File: config.mk
export PLATFORM = sky130hd
export DESIGN_NAME = t8w_timer
export DESIGN_NICKNAME = d
export VERILOG_FILES = /design/src/common/t8w_pkg.sv /design/src/logic/t8w_timer.sv /design/src/logic/t8w_prescaler.sv
export VERILOG_INCLUDE_DIRS = /design/src /design/src/common
export SDC_FILE = /design/constraint.sdc
export NUM_CORES = 1
export LEC_CHECK = 0
export BUFFER_PORTS_ARGS = -buffer_cell sky130_fd_sc_hd__buf_2
export CORE_ASPECT_RATIO = 1.1
export CORE_MARGIN = 3
export CORE_UTILIZATION = 40
export DETAILED_ROUTE_END_ITERATION = 16
export HOLD_SLACK_MARGIN = 0.08
export PLACE_DENSITY_LB_ADDON = 0.1
export SYNTH_ARGS = -nofsm -noshare
export SYNTH_HDL_FRONTEND = slang
export SYNTH_SLANG_ARGS = --single-unit
export TNS_END_PERCENT = 30
File: constraint.sdc
create_clock -name hclk -period 1.8 [get_ports hclk]
set_clock_uncertainty 0.15 [all_clocks]
set_input_delay 0.36 -clock hclk [delete_from_list [all_inputs] [get_ports hclk]]
set_output_delay 0.36 -clock hclk [all_outputs]
set_load 0.01 [all_outputs]
File: src/common/t8w_map.svh
// Register offsets, field positions, reset values and counts of the timer waveform unit
// How it works
// - Changing the waveform mode never alters the compare output state bit.
// - Output mode changes act at the first compare match after the write.
// - A nonzero output mode puts the compare output state on the pin.
// - The pin override is the same in every waveform mode.
// - Output mode zero leaves the compare output state alone on matches.
// - Force strobe applies the configured action at once in non-PWM modes.
// - Only the waveform mode shapes counting; output mode selects pin action.
// - Mode 0 counts up only and wraps from 0xFF to 0x00.
// - Normal mode sets the overflow flag as the counter becomes zero.
// - Normal mode accepts a counter write at any time.
// - Mode 2 clears the counter when it matches the compare value.
// - A compare value below the count is reached only after wrapping.
// - Clear-on-match mode raises the compare flag every period.
// - Clear-on-match mode with output mode 1 toggles on each match.
// - Toggle period is two times prescale times one plus compare value.
// - Clear-on-match mode sets overflow as the count passes 0xFF to 0x00.
// - Mode 3 counts from zero to 0xFF, then clears: 256 timer clocks.
// - Fast PWM mode 2 clears on match, sets at wrap; mode 3 inverts.
// - Fast PWM sets the overflow flag each time the counter passes from maximum to zero.
// - Fast PWM output modes 2 and 3: compare zero gives a one-clock spike; maximum gives constant level.
// - Fast PWM output mode 1 toggles on match, compare stays double buffered.
// - PWM modes load the compare value from a buffer at wrap; others directly.
// - A count equal to the compare value sets the flag next timer clock.
// - A forced compare sets no flag and leaves the counter alone.
// - A counter write blocks the compare match of the next timer clock.
`ifndef T8W_MAP_SVH
`define T8W_MAP_SVH

// Byte offsets on the register bus
`define T8W_OFF_CTRL 8'h00
`define T8W_OFF_COUNT 8'h04
`define T8W_OFF_COMPARE 8'h08
`define T8W_OFF_FLAGS 8'h0C
`define T8W_OFF_PORT 8'h10
`define T8W_OFF_STATUS 8'h14

// Control register fields
`define T8W_CTRL_WAVE 1:0
`define T8W_CTRL_MODE 3:2
`define T8W_CTRL_CSEL 6:4
`define T8W_CTRL_FORCE 7

// Flag register, port register and status register fields
`define T8W_FLAG_OVF 0
`define T8W_FLAG_CMP 1
`define T8W_PORT_DATA 0
`define T8W_PORT_DIR 1
`define T8W_STAT_OC 0
`define T8W_STAT_PIN 1
`define T8W_STAT_ACTIVE 15:8

// Counter extremes and reset values
`define T8W_MAX 8'hFF
`define T8W_BOTTOM 8'h00
`define T8W_RST_BYTE 8'h00
`define T8W_RST_WORD 32'h0000_0000

// Prescaler masks: a tick when the free count has all masked bits set
`define T8W_PRE_W 10
`define T8W_MASK_1 10'h000
`define T8W_MASK_8 10'h007
`define T8W_MASK_32 10'h01F
`define T8W_MASK_64 10'h03F
`define T8W_MASK_128 10'h07F
`define T8W_MASK_256 10'h0FF
`define T8W_MASK_1024 10'h3FF

`endif

File: src/common/t8w_pkg.sv
// Types shared by the timer waveform unit and its prescaler
package t8w_pkg;

	typedef enum logic [1:0] {
		WAVE_NORMAL = 2'b00,
		WAVE_PHASE = 2'b01,
		WAVE_CLEAR = 2'b10,
		WAVE_FAST = 2'b11
	} t8w_wave_t;

	typedef enum logic [1:0] {
		OUT_OFF = 2'b00,
		OUT_TOGGLE = 2'b01,
		OUT_CLEAR = 2'b10,
		OUT_SET = 2'b11
	} t8w_out_mode_t;

	typedef enum logic [2:0] {
		CSEL_STOP = 3'b000,
		CSEL_DIV1 = 3'b001,
		CSEL_DIV8 = 3'b010,
		CSEL_DIV32 = 3'b011,
		CSEL_DIV64 = 3'b100,
		CSEL_DIV128 = 3'b101,
		CSEL_DIV256 = 3'b110,
		CSEL_DIV1024 = 3'b111
	} t8w_clksel_t;

	typedef enum logic [1:0] {
		BUS_IDLE = 2'b00,
		BUS_WRITE = 2'b01,
		BUS_READ = 2'b10,
		BUS_READY = 2'b11
	} t8w_bus_st_t;

	typedef struct packed {
		t8w_clksel_t clksel;
		t8w_out_mode_t out_mode;
		t8w_wave_t wave;
	} t8w_ctrl_t;

endpackage

File: src/logic/t8w_timer.sv
// Eight-bit timer with compare output unit, AHB-Lite registers and pin override
`timescale 1ns/10ps
`include "t8w_map.svh"

module t8w_timer (
	input wire logic hclk,
	input wire logic hresetn,
	input wire logic hsel,
	input wire logic [31:0] haddr,
	input wire logic [1:0] htrans,
	input wire logic hwrite,
	input wire logic [2:0] hsize,
	input wire logic [31:0] hwdata,
	input wire logic hready,
	output logic hreadyout,
	output logic hresp,
	output logic [31:0] hrdata,
	input wire logic comp_pin_in,
	output logic comp_pin_out,
	output logic comp_pin_oe
);
	import t8w_pkg::*;

	// Bus side state
	t8w_bus_st_t bus_q;
	t8w_bus_st_t bus_d;
	logic [7:0] addr_q;
	logic [31:0] hrdata_q;
	logic [31:0] rd_word;

	// Timer state
	t8w_ctrl_t ctrl_q;
	logic [7:0] cnt_q;
	logic [7:0] cnt_d;
	logic [7:0] ocr_q;
	logic [7:0] ocr_d;
	logic [7:0] ocr_buf_q;
	logic ovf_q;
	logic cmp_q;
	logic oc_q;
	logic oc_d;
	logic blk_q;
	logic port_q;
	logic dir_q;
	logic pin_out_q;
	logic pin_s1_q;
	logic pin_s2_q;

	// Decoded events
	wire tick;
	wire addr_take;
	wire wr_phase;
	wire wr_ctrl;
	wire wr_count;
	wire wr_compare;
	wire wr_flags;
	wire wr_port;
	wire is_pwm;
	wire is_fast;
	wire is_clear;
	wire at_max;
	wire match;
	wire wrap;
	wire ovf_set;
	wire force_evt;
	wire t8w_wave_t new_wave;
	wire t8w_out_mode_t new_mode;

	t8w_prescaler u_pre (
		.hclk(hclk),
		.hresetn(hresetn),
		.clksel(ctrl_q.clksel),
		.tick(tick)
	);

	// Address phase is taken only when the bus is ready; whole words only, hsize is not checked
	assign addr_take = hsel && htrans[1] && hready;

	// Bus sequencer: writes finish with no wait, reads take one wait state to register data
	always_comb begin
		bus_d = BUS_IDLE;
		case (bus_q)
			BUS_READ: begin
				bus_d = BUS_READY;
			end
			default: begin
				if (addr_take) begin
					bus_d = hwrite ? BUS_WRITE : BUS_READ;
				end
			end
		endcase
	end

	always_ff @(posedge hclk or negedge hresetn) begin
		if (!hresetn) begin
			bus_q <= BUS_IDLE;
			addr_q <= `T8W_RST_BYTE;
		end else begin
			bus_q <= bus_d;
			if (addr_take) begin
				addr_q <= haddr[7:0];
			end
		end
	end

	assign hreadyout = (bus_q != BUS_READ);
	assign hresp = 1'b0;
	assign hrdata = hrdata_q;

	// Write strobes in the data phase
	assign wr_phase = (bus_q == BUS_WRITE);
	assign wr_ctrl = wr_phase && (addr_q == `T8W_OFF_CTRL);
	assign wr_count = wr_phase && (addr_q == `T8W_OFF_COUNT);
	assign wr_compare = wr_phase && (addr_q == `T8W_OFF_COMPARE);
	assign wr_flags = wr_phase && (addr_q == `T8W_OFF_FLAGS);
	assign wr_port = wr_phase && (addr_q == `T8W_OFF_PORT);

	// Read mux; unmapped offsets read zero, the force strobe always reads zero
	always_comb begin
		rd_word = `T8W_RST_WORD;
		if (addr_q == `T8W_OFF_CTRL) begin
			rd_word[`T8W_CTRL_WAVE] = ctrl_q.wave;
			rd_word[`T8W_CTRL_MODE] = ctrl_q.out_mode;
			rd_word[`T8W_CTRL_CSEL] = ctrl_q.clksel;
		end else if (addr_q == `T8W_OFF_COUNT) begin
			rd_word[7:0] = cnt_q;
		end else if (addr_q == `T8W_OFF_COMPARE) begin
			rd_word[7:0] = ocr_buf_q;
		end else if (addr_q == `T8W_OFF_FLAGS) begin
			rd_word[`T8W_FLAG_OVF] = ovf_q;
			rd_word[`T8W_FLAG_CMP] = cmp_q;
		end else if (addr_q == `T8W_OFF_PORT) begin
			rd_word[`T8W_PORT_DATA] = port_q;
			rd_word[`T8W_PORT_DIR] = dir_q;
		end else if (addr_q == `T8W_OFF_STATUS) begin
			rd_word[`T8W_STAT_OC] = oc_q;
			rd_word[`T8W_STAT_PIN] = pin_s2_q;
			rd_word[`T8W_STAT_ACTIVE] = ocr_q;
		end
	end

	// Read data is captured during the wait state so it sees any write just before it
	always_ff @(posedge hclk or negedge hresetn) begin
		if (!hresetn) begin
			hrdata_q <= `T8W_RST_WORD;
		end else if (bus_q == BUS_READ) begin
			hrdata_q <= rd_word;
		end
	end

	// Mode decode; counting depends on the waveform mode alone
	assign is_fast = (ctrl_q.wave == WAVE_FAST);
	assign is_clear = (ctrl_q.wave == WAVE_CLEAR);
	assign is_pwm = is_fast || (ctrl_q.wave == WAVE_PHASE);
	assign at_max = (cnt_q == `T8W_MAX);

	// Match seen at a tick is flagged at that tick, one timer clock after the equal count
	assign match = tick && !blk_q && (cnt_q == ocr_q);
	// Wrap from the top to zero; in clear-on-match mode a match clear takes its place
	assign wrap = tick && at_max && !(is_clear && match);
	assign ovf_set = tick && at_max;

	// Force strobe acts with the values written in the same access
	assign new_wave = t8w_wave_t'(hwdata[`T8W_CTRL_WAVE]);
	assign new_mode = t8w_out_mode_t'(hwdata[`T8W_CTRL_MODE]);
	assign force_evt = wr_ctrl && hwdata[`T8W_CTRL_FORCE] &&
		(new_wave != WAVE_FAST) && (new_wave != WAVE_PHASE);

	// Counter: a software write beats clear and count
	always_comb begin
		cnt_d = cnt_q;
		if (wr_count) begin
			cnt_d = hwdata[7:0];
		end else if (tick) begin
			if (is_clear && match) begin
				cnt_d = `T8W_BOTTOM;
			end else begin
				cnt_d = cnt_q + 1'b1;
			end
		end
	end

	// Active compare value: direct in non-PWM modes, loaded from the buffer at wrap in PWM
	always_comb begin
		ocr_d = ocr_q;
		if (wr_compare && !is_pwm) begin
			ocr_d = hwdata[7:0];
		end else if (is_pwm && wrap) begin
			ocr_d = ocr_buf_q;
		end
	end

	// Compare output state; a mode change alone never touches it
	always_comb begin
		oc_d = oc_q;
		if (force_evt) begin
			case (new_mode)
				OUT_TOGGLE: oc_d = !oc_q;
				OUT_CLEAR: oc_d = 1'b0;
				OUT_SET: oc_d = 1'b1;
				default: oc_d = oc_q;
			endcase
		end else if (is_fast) begin
			// Wrap wins over a match at the top in output modes 2 and 3, so a compare of maximum holds a level there
			if (wrap && ctrl_q.out_mode == OUT_CLEAR) begin
				oc_d = 1'b1;
			end else if (wrap && ctrl_q.out_mode == OUT_SET) begin
				oc_d = 1'b0;
			end else if (match) begin
				case (ctrl_q.out_mode)
					OUT_TOGGLE: oc_d = !oc_q;
					OUT_CLEAR: oc_d = 1'b0;
					OUT_SET: oc_d = 1'b1;
					default: oc_d = oc_q;
				endcase
			end
		end else if (!is_pwm && match) begin
			// Output mode is read live, so a new setting governs the next match
			case (ctrl_q.out_mode)
				OUT_TOGGLE: oc_d = !oc_q;
				OUT_CLEAR: oc_d = 1'b0;
				OUT_SET: oc_d = 1'b1;
				default: oc_d = oc_q;
			endcase
		end
	end

	// Control, counter, compare and output state
	always_ff @(posedge hclk or negedge hresetn) begin
		if (!hresetn) begin
			ctrl_q <= '0;
			cnt_q <= `T8W_RST_BYTE;
			ocr_q <= `T8W_RST_BYTE;
			ocr_buf_q <= `T8W_RST_BYTE;
			oc_q <= 1'b0;
		end else begin
			if (wr_ctrl) begin
				ctrl_q.wave <= new_wave;
				ctrl_q.out_mode <= new_mode;
				ctrl_q.clksel <= t8w_clksel_t'(hwdata[`T8W_CTRL_CSEL]);
			end
			if (wr_compare) begin
				ocr_buf_q <= hwdata[7:0];
			end
			cnt_q <= cnt_d;
			ocr_q <= ocr_d;
			oc_q <= oc_d;
		end
	end

	// Match blocker: set by any counter write, even when stopped, and held until the next tick consumes it
	always_ff @(posedge hclk or negedge hresetn) begin
		if (!hresetn) begin
			blk_q <= 1'b0;
		end else if (wr_count) begin
			blk_q <= 1'b1;
		end else if (tick) begin
			blk_q <= 1'b0;
		end
	end

	// Sticky flags, cleared by writing one; a set in the same cycle wins
	always_ff @(posedge hclk or negedge hresetn) begin
		if (!hresetn) begin
			ovf_q <= 1'b0;
			cmp_q <= 1'b0;
		end else begin
			ovf_q <= ovf_set || (ovf_q && !(wr_flags && hwdata[`T8W_FLAG_OVF]));
			// A forced compare never reaches this flag
			cmp_q <= match || (cmp_q && !(wr_flags && hwdata[`T8W_FLAG_CMP]));
		end
	end

	// Port data and direction, plus the synchronised pin level for readback
	always_ff @(posedge hclk or negedge hresetn) begin
		if (!hresetn) begin
			port_q <= 1'b0;
			dir_q <= 1'b0;
			pin_s1_q <= 1'b0;
			pin_s2_q <= 1'b0;
		end else begin
			if (wr_port) begin
				port_q <= hwdata[`T8W_PORT_DATA];
				dir_q <= hwdata[`T8W_PORT_DIR];
			end
			pin_s1_q <= comp_pin_in;
			pin_s2_q <= pin_s1_q;
		end
	end

	// Pin source: compare state whenever output mode is nonzero, in every waveform mode
	always_ff @(posedge hclk or negedge hresetn) begin
		if (!hresetn) begin
			pin_out_q <= 1'b0;
		end else begin
			pin_out_q <= (ctrl_q.out_mode != OUT_OFF) ? oc_q : port_q;
		end
	end

	assign comp_pin_out = pin_out_q;
	// Direction stays with software; it should prime the state before enabling the pin
	assign comp_pin_oe = dir_q;

endmodule

File: src/logic/t8w_prescaler.sv
// Prescaler that turns the bus clock into the one-cycle timer tick
`timescale 1ns/10ps
`include "t8w_map.svh"

module t8w_prescaler (
	input wire logic hclk,
	input wire logic hresetn,
	input wire t8w_pkg::t8w_clksel_t clksel,
	output logic tick
);
	import t8w_pkg::*;

	logic [`T8W_PRE_W-1:0] pre_q;
	logic [`T8W_PRE_W-1:0] mask;

	// Free running count; it is never restarted, so a new division starts mid-phase
	always_ff @(posedge hclk or negedge hresetn) begin
		if (!hresetn) begin
			pre_q <= '0;
		end else begin
			pre_q <= pre_q + 1'b1;
		end
	end

	// Mask per division ratio
	always_comb begin
		case (clksel)
			CSEL_DIV1: mask = `T8W_MASK_1;
			CSEL_DIV8: mask = `T8W_MASK_8;
			CSEL_DIV32: mask = `T8W_MASK_32;
			CSEL_DIV64: mask = `T8W_MASK_64;
			CSEL_DIV128: mask = `T8W_MASK_128;
			CSEL_DIV256: mask = `T8W_MASK_256;
			CSEL_DIV1024: mask = `T8W_MASK_1024;
			default: mask = `T8W_MASK_1;
		endcase
	end

	// Stopped selection gives no tick at all
	assign tick = (clksel != CSEL_STOP) && ((pre_q & mask) == mask);

endmodule

==> impl_metrics.toml <==
[power_and_ir_drop]
ir_worst_vdd_mv = 0.3758
power_frac_seq_pct = 42.5
p_per_area_nw_per_um2 = 1036
switchingPower_mw = 1.804
comb_power_share_pct = 34.4
switching_share_pct = 33.70
clkPwrFrac_pct = 23.1
p_leak_nw = 2.398
p_int_mw = 3.549

[drt]
drc = 0
via_per_inst = 5.260
wl_per_cell_um = 16.46
first_pass_iters = 4
drt_wl_total_mm = 9.861
ant_nets = 0
drt_first_iter_violations = 170
vias = 3151

[synthesis]
yosysTopAreaCellShare_pct = 48.91
synth.distinct_cells = 55
synth_warnings = 0
ys.flop_type = "dfrtp_1"
ys_async_sr_fraction_pct = 100.0
synth_edf_count = 0
synth_top_area_cell = "dfrtp_1"
synth.area.top_cells = "dfrtp_1 49%, mux2_2 8.4%, buf_4 3.9%, xor2_1 2.7%, nand2_1 2.5%"
synthesis.area_um2 = 3889
avgSynthCellArea_um2 = 10.54
synth_cells = 369
ys_seq_elements = 76
ys_seq_area_share_pct = 48.91

[hold_path]
hp-class = "in2reg"
hp-start = "haddr[2]"
hold_depth = 2
holdPathEnd = "addr_q[2]"

[layout]
layout_common_cells = "75 x dfrtp_1, 58 x buf_4, 40 x buf_2"
final_util_pct = 55.00
fillers = 854
n_antenna_cell = 0
final_nets = 556
drive_above_1_share_pct = 38.59
area_delta_synth_final_pct = 32.92
final_cells = 599
layout.cells.most_common = "dfrtp_1"

[placed_design]
dp.cells = 573
gp_congestion = 0.8762
port_buffers = 41
dp_hpwl_mm = 7.250

[die]
fp.dieW_um = 100.0
num_io_pins = 111
die-area_um2 = 10940
core_um2 = 9398
rows = 37
dieHeight_um = 109.4
start_util_pct = 41.38

[clock_network]
cts_tree = "built"
htreeDepth = 3
clk_latency_ns = 0.35
cts.sinks = 76
clk_pin_slew_worst_paths_ns = 0.07
cts-root-buf = "clkbuf_8"
ctsLongestPathBuffers = 2
cts_buffers = 9

[sta]
hold_viol = 0
post-route-period-util_pct = 111.4
layout_setup_ws_ns = -0.2056
fin_setup_tns_ns = -4.642
grt_setup_unrepaired = "yes"
slew_viol_final = 0
hold_ws_ns = 0.09615
fin_crit_ns = 2.006
fmax_ghz = 0.4986
setup_viol = 46

[critical_path]
crit_required_ns = 1.94
path_max_fanout = 8
arrival_ns = 2.14
r2r_setup_slack_ns = -0.21
end_kind = "register"
worstReg2RegStart = "addr_q[5]"
crit_type = "reg2reg"
r2r_cells = 5
startpoint_type = "register"
reg2reg_to = "hrdata[14]"

[global_route]
grt_pass1_wl_mm = 16.33
track_usage_pct = 19.17
grt_max_degree = 33
overflow = 0
grt_pass1_vias = 3133
antenna_found_initial = 0

[outcome]
violations = "negative setup slack"
status = "complete, but fails checks"

[flow_run]
cap_violations = 0
-- cell type report --
| type | count | area, um^2 | share of cell area [%] |
|---|---|---|---|
| Clock inverter | 5 | 53.80 | 1.041 |
| Tap cell | 117 | 146.4 | 2.832 |
| Multi-Input combinational cell | 263 | 1989 | 38.49 |
| Inverter | 10 | 37.54 | 0.7262 |
| Clock buffer | 10 | 127.6 | 2.469 |
| Timing Repair Buffer | 118 | 910.9 | 17.62 |
| Sequential cell | 76 | 1903 | 36.82 |
-- worst max-delay path by stage --
stage	cells after the start	end	slack, ns	from
after floorplan	4	hrdata[10]	-0.08	addr_q[0]
after global placement	8	ocr_q[0]	-0.29	cnt_q[1]
after detailed placement	5	hrdata[4]	-0.29	addr_q[5]
after CTS	5	hrdata[8]	-0.19	addr_q[5]
after global routing	5	hrdata[14]	-0.28	addr_q[5]
final	5	hrdata[14]	-0.21	addr_q[5]
-- cell families (layout without fill, tap and decap cells) --
logic type,count (synthesis),after routing,synth area share (%)
AO/OA/AOI/OAI,82,82,14.29
XOR/XNOR,16,16,3.603
adder cells (fa/ha/maj),3,3,0.9654
buffers and inverters,46,143,6.531
flip-flops,76,76,48.91
multiplexers,37,37,10.46
other,1,17,0.09643
AND/OR/NAND/NOR,108,108,15.15
-- state kept, by name, indices dropped and copies added (netlist names) --
signal        flops
hrdata           16
u_pre.pre_q      10
addr_q            8
cnt_q             8
ocr_buf_q         8
ocr_q             8
ctrl_q            7
bus_q             2
blk_q             1
cmp_q             1
comp_pin_oe       1
comp_pin_out      1
oc_q              1
ovf_q             1
pin_s1_q          1
pin_s2_q          1
port_q            1
-- power by group through the flow --
stage	logic (mW)	registers (mW)	clock network, mW
final	1.84	2.27	1.24
after global placement	1.64	2.26	0
after global routing	2.03	2.31	1.36
after detailed placement	1.67	2.27	0
after floorplan	0.872	2.27	0
after CTS	1.82	2.26	1.29
-- critical path, cell delays in order, from the launching register on --
cell     delay, ns
dfrtp_1       0.41
or4_4         0.58
or3_4         0.37
nor3_4        0.16
buf_12        0.14
a22o_1        0.13
-- cells in the mapped netlist, drive strengths merged (2+ instances only) --
master   n
nand3   15
clkbuf  12
a22o    10
ha       3
mux2i    8
and2     4
and3     2
nor4     5
a31oi    3
o211ai   3
nor3    11
a21oi   18
o22ai    2
nor3b    5
nand2b   4
a22oi    6
nor2b    7
inv     10
dfrtp   76
o21ai   20
xnor2    4
mux2    29
nor2    15
a221o    2
buf     24
or4      2
a32oi    7
xor2    12
nand4    6
nand2   26
-- metal layers --
layer / track usage [%] / wire, um
met5: 0 / 0
met4: 7.603 / 182
met3: 2.792 / 418
met2: 30.22 / 4600
met1: 26.68 / 4659
-- repair_timing --
item                                   in CTS  in global routing
endpoints found under the hold margin      37                  0
setup endpoints to repair                  47                 47
setup buffers                               3                  1
cloned                                      1                  0
pin swaps                                  16                  9
hold buffers                                8                  0
resized for setup                          39                 17
-- through the flow --
step	setup WS [ns]	total power, mW	cell area (um^2)
5_1_grt	-0.2807	5.703	5169
2_1_floorplan	-0.08197	3.146	3978
3_3_place_gp	-0.2899	3.900	4669
4_1_cts	-0.1950	5.373	5101
3_5_place_dp	-0.2887	3.940	4669
6_report	-0.2056	5.353	5169
(Power assumes the default switching activity.)
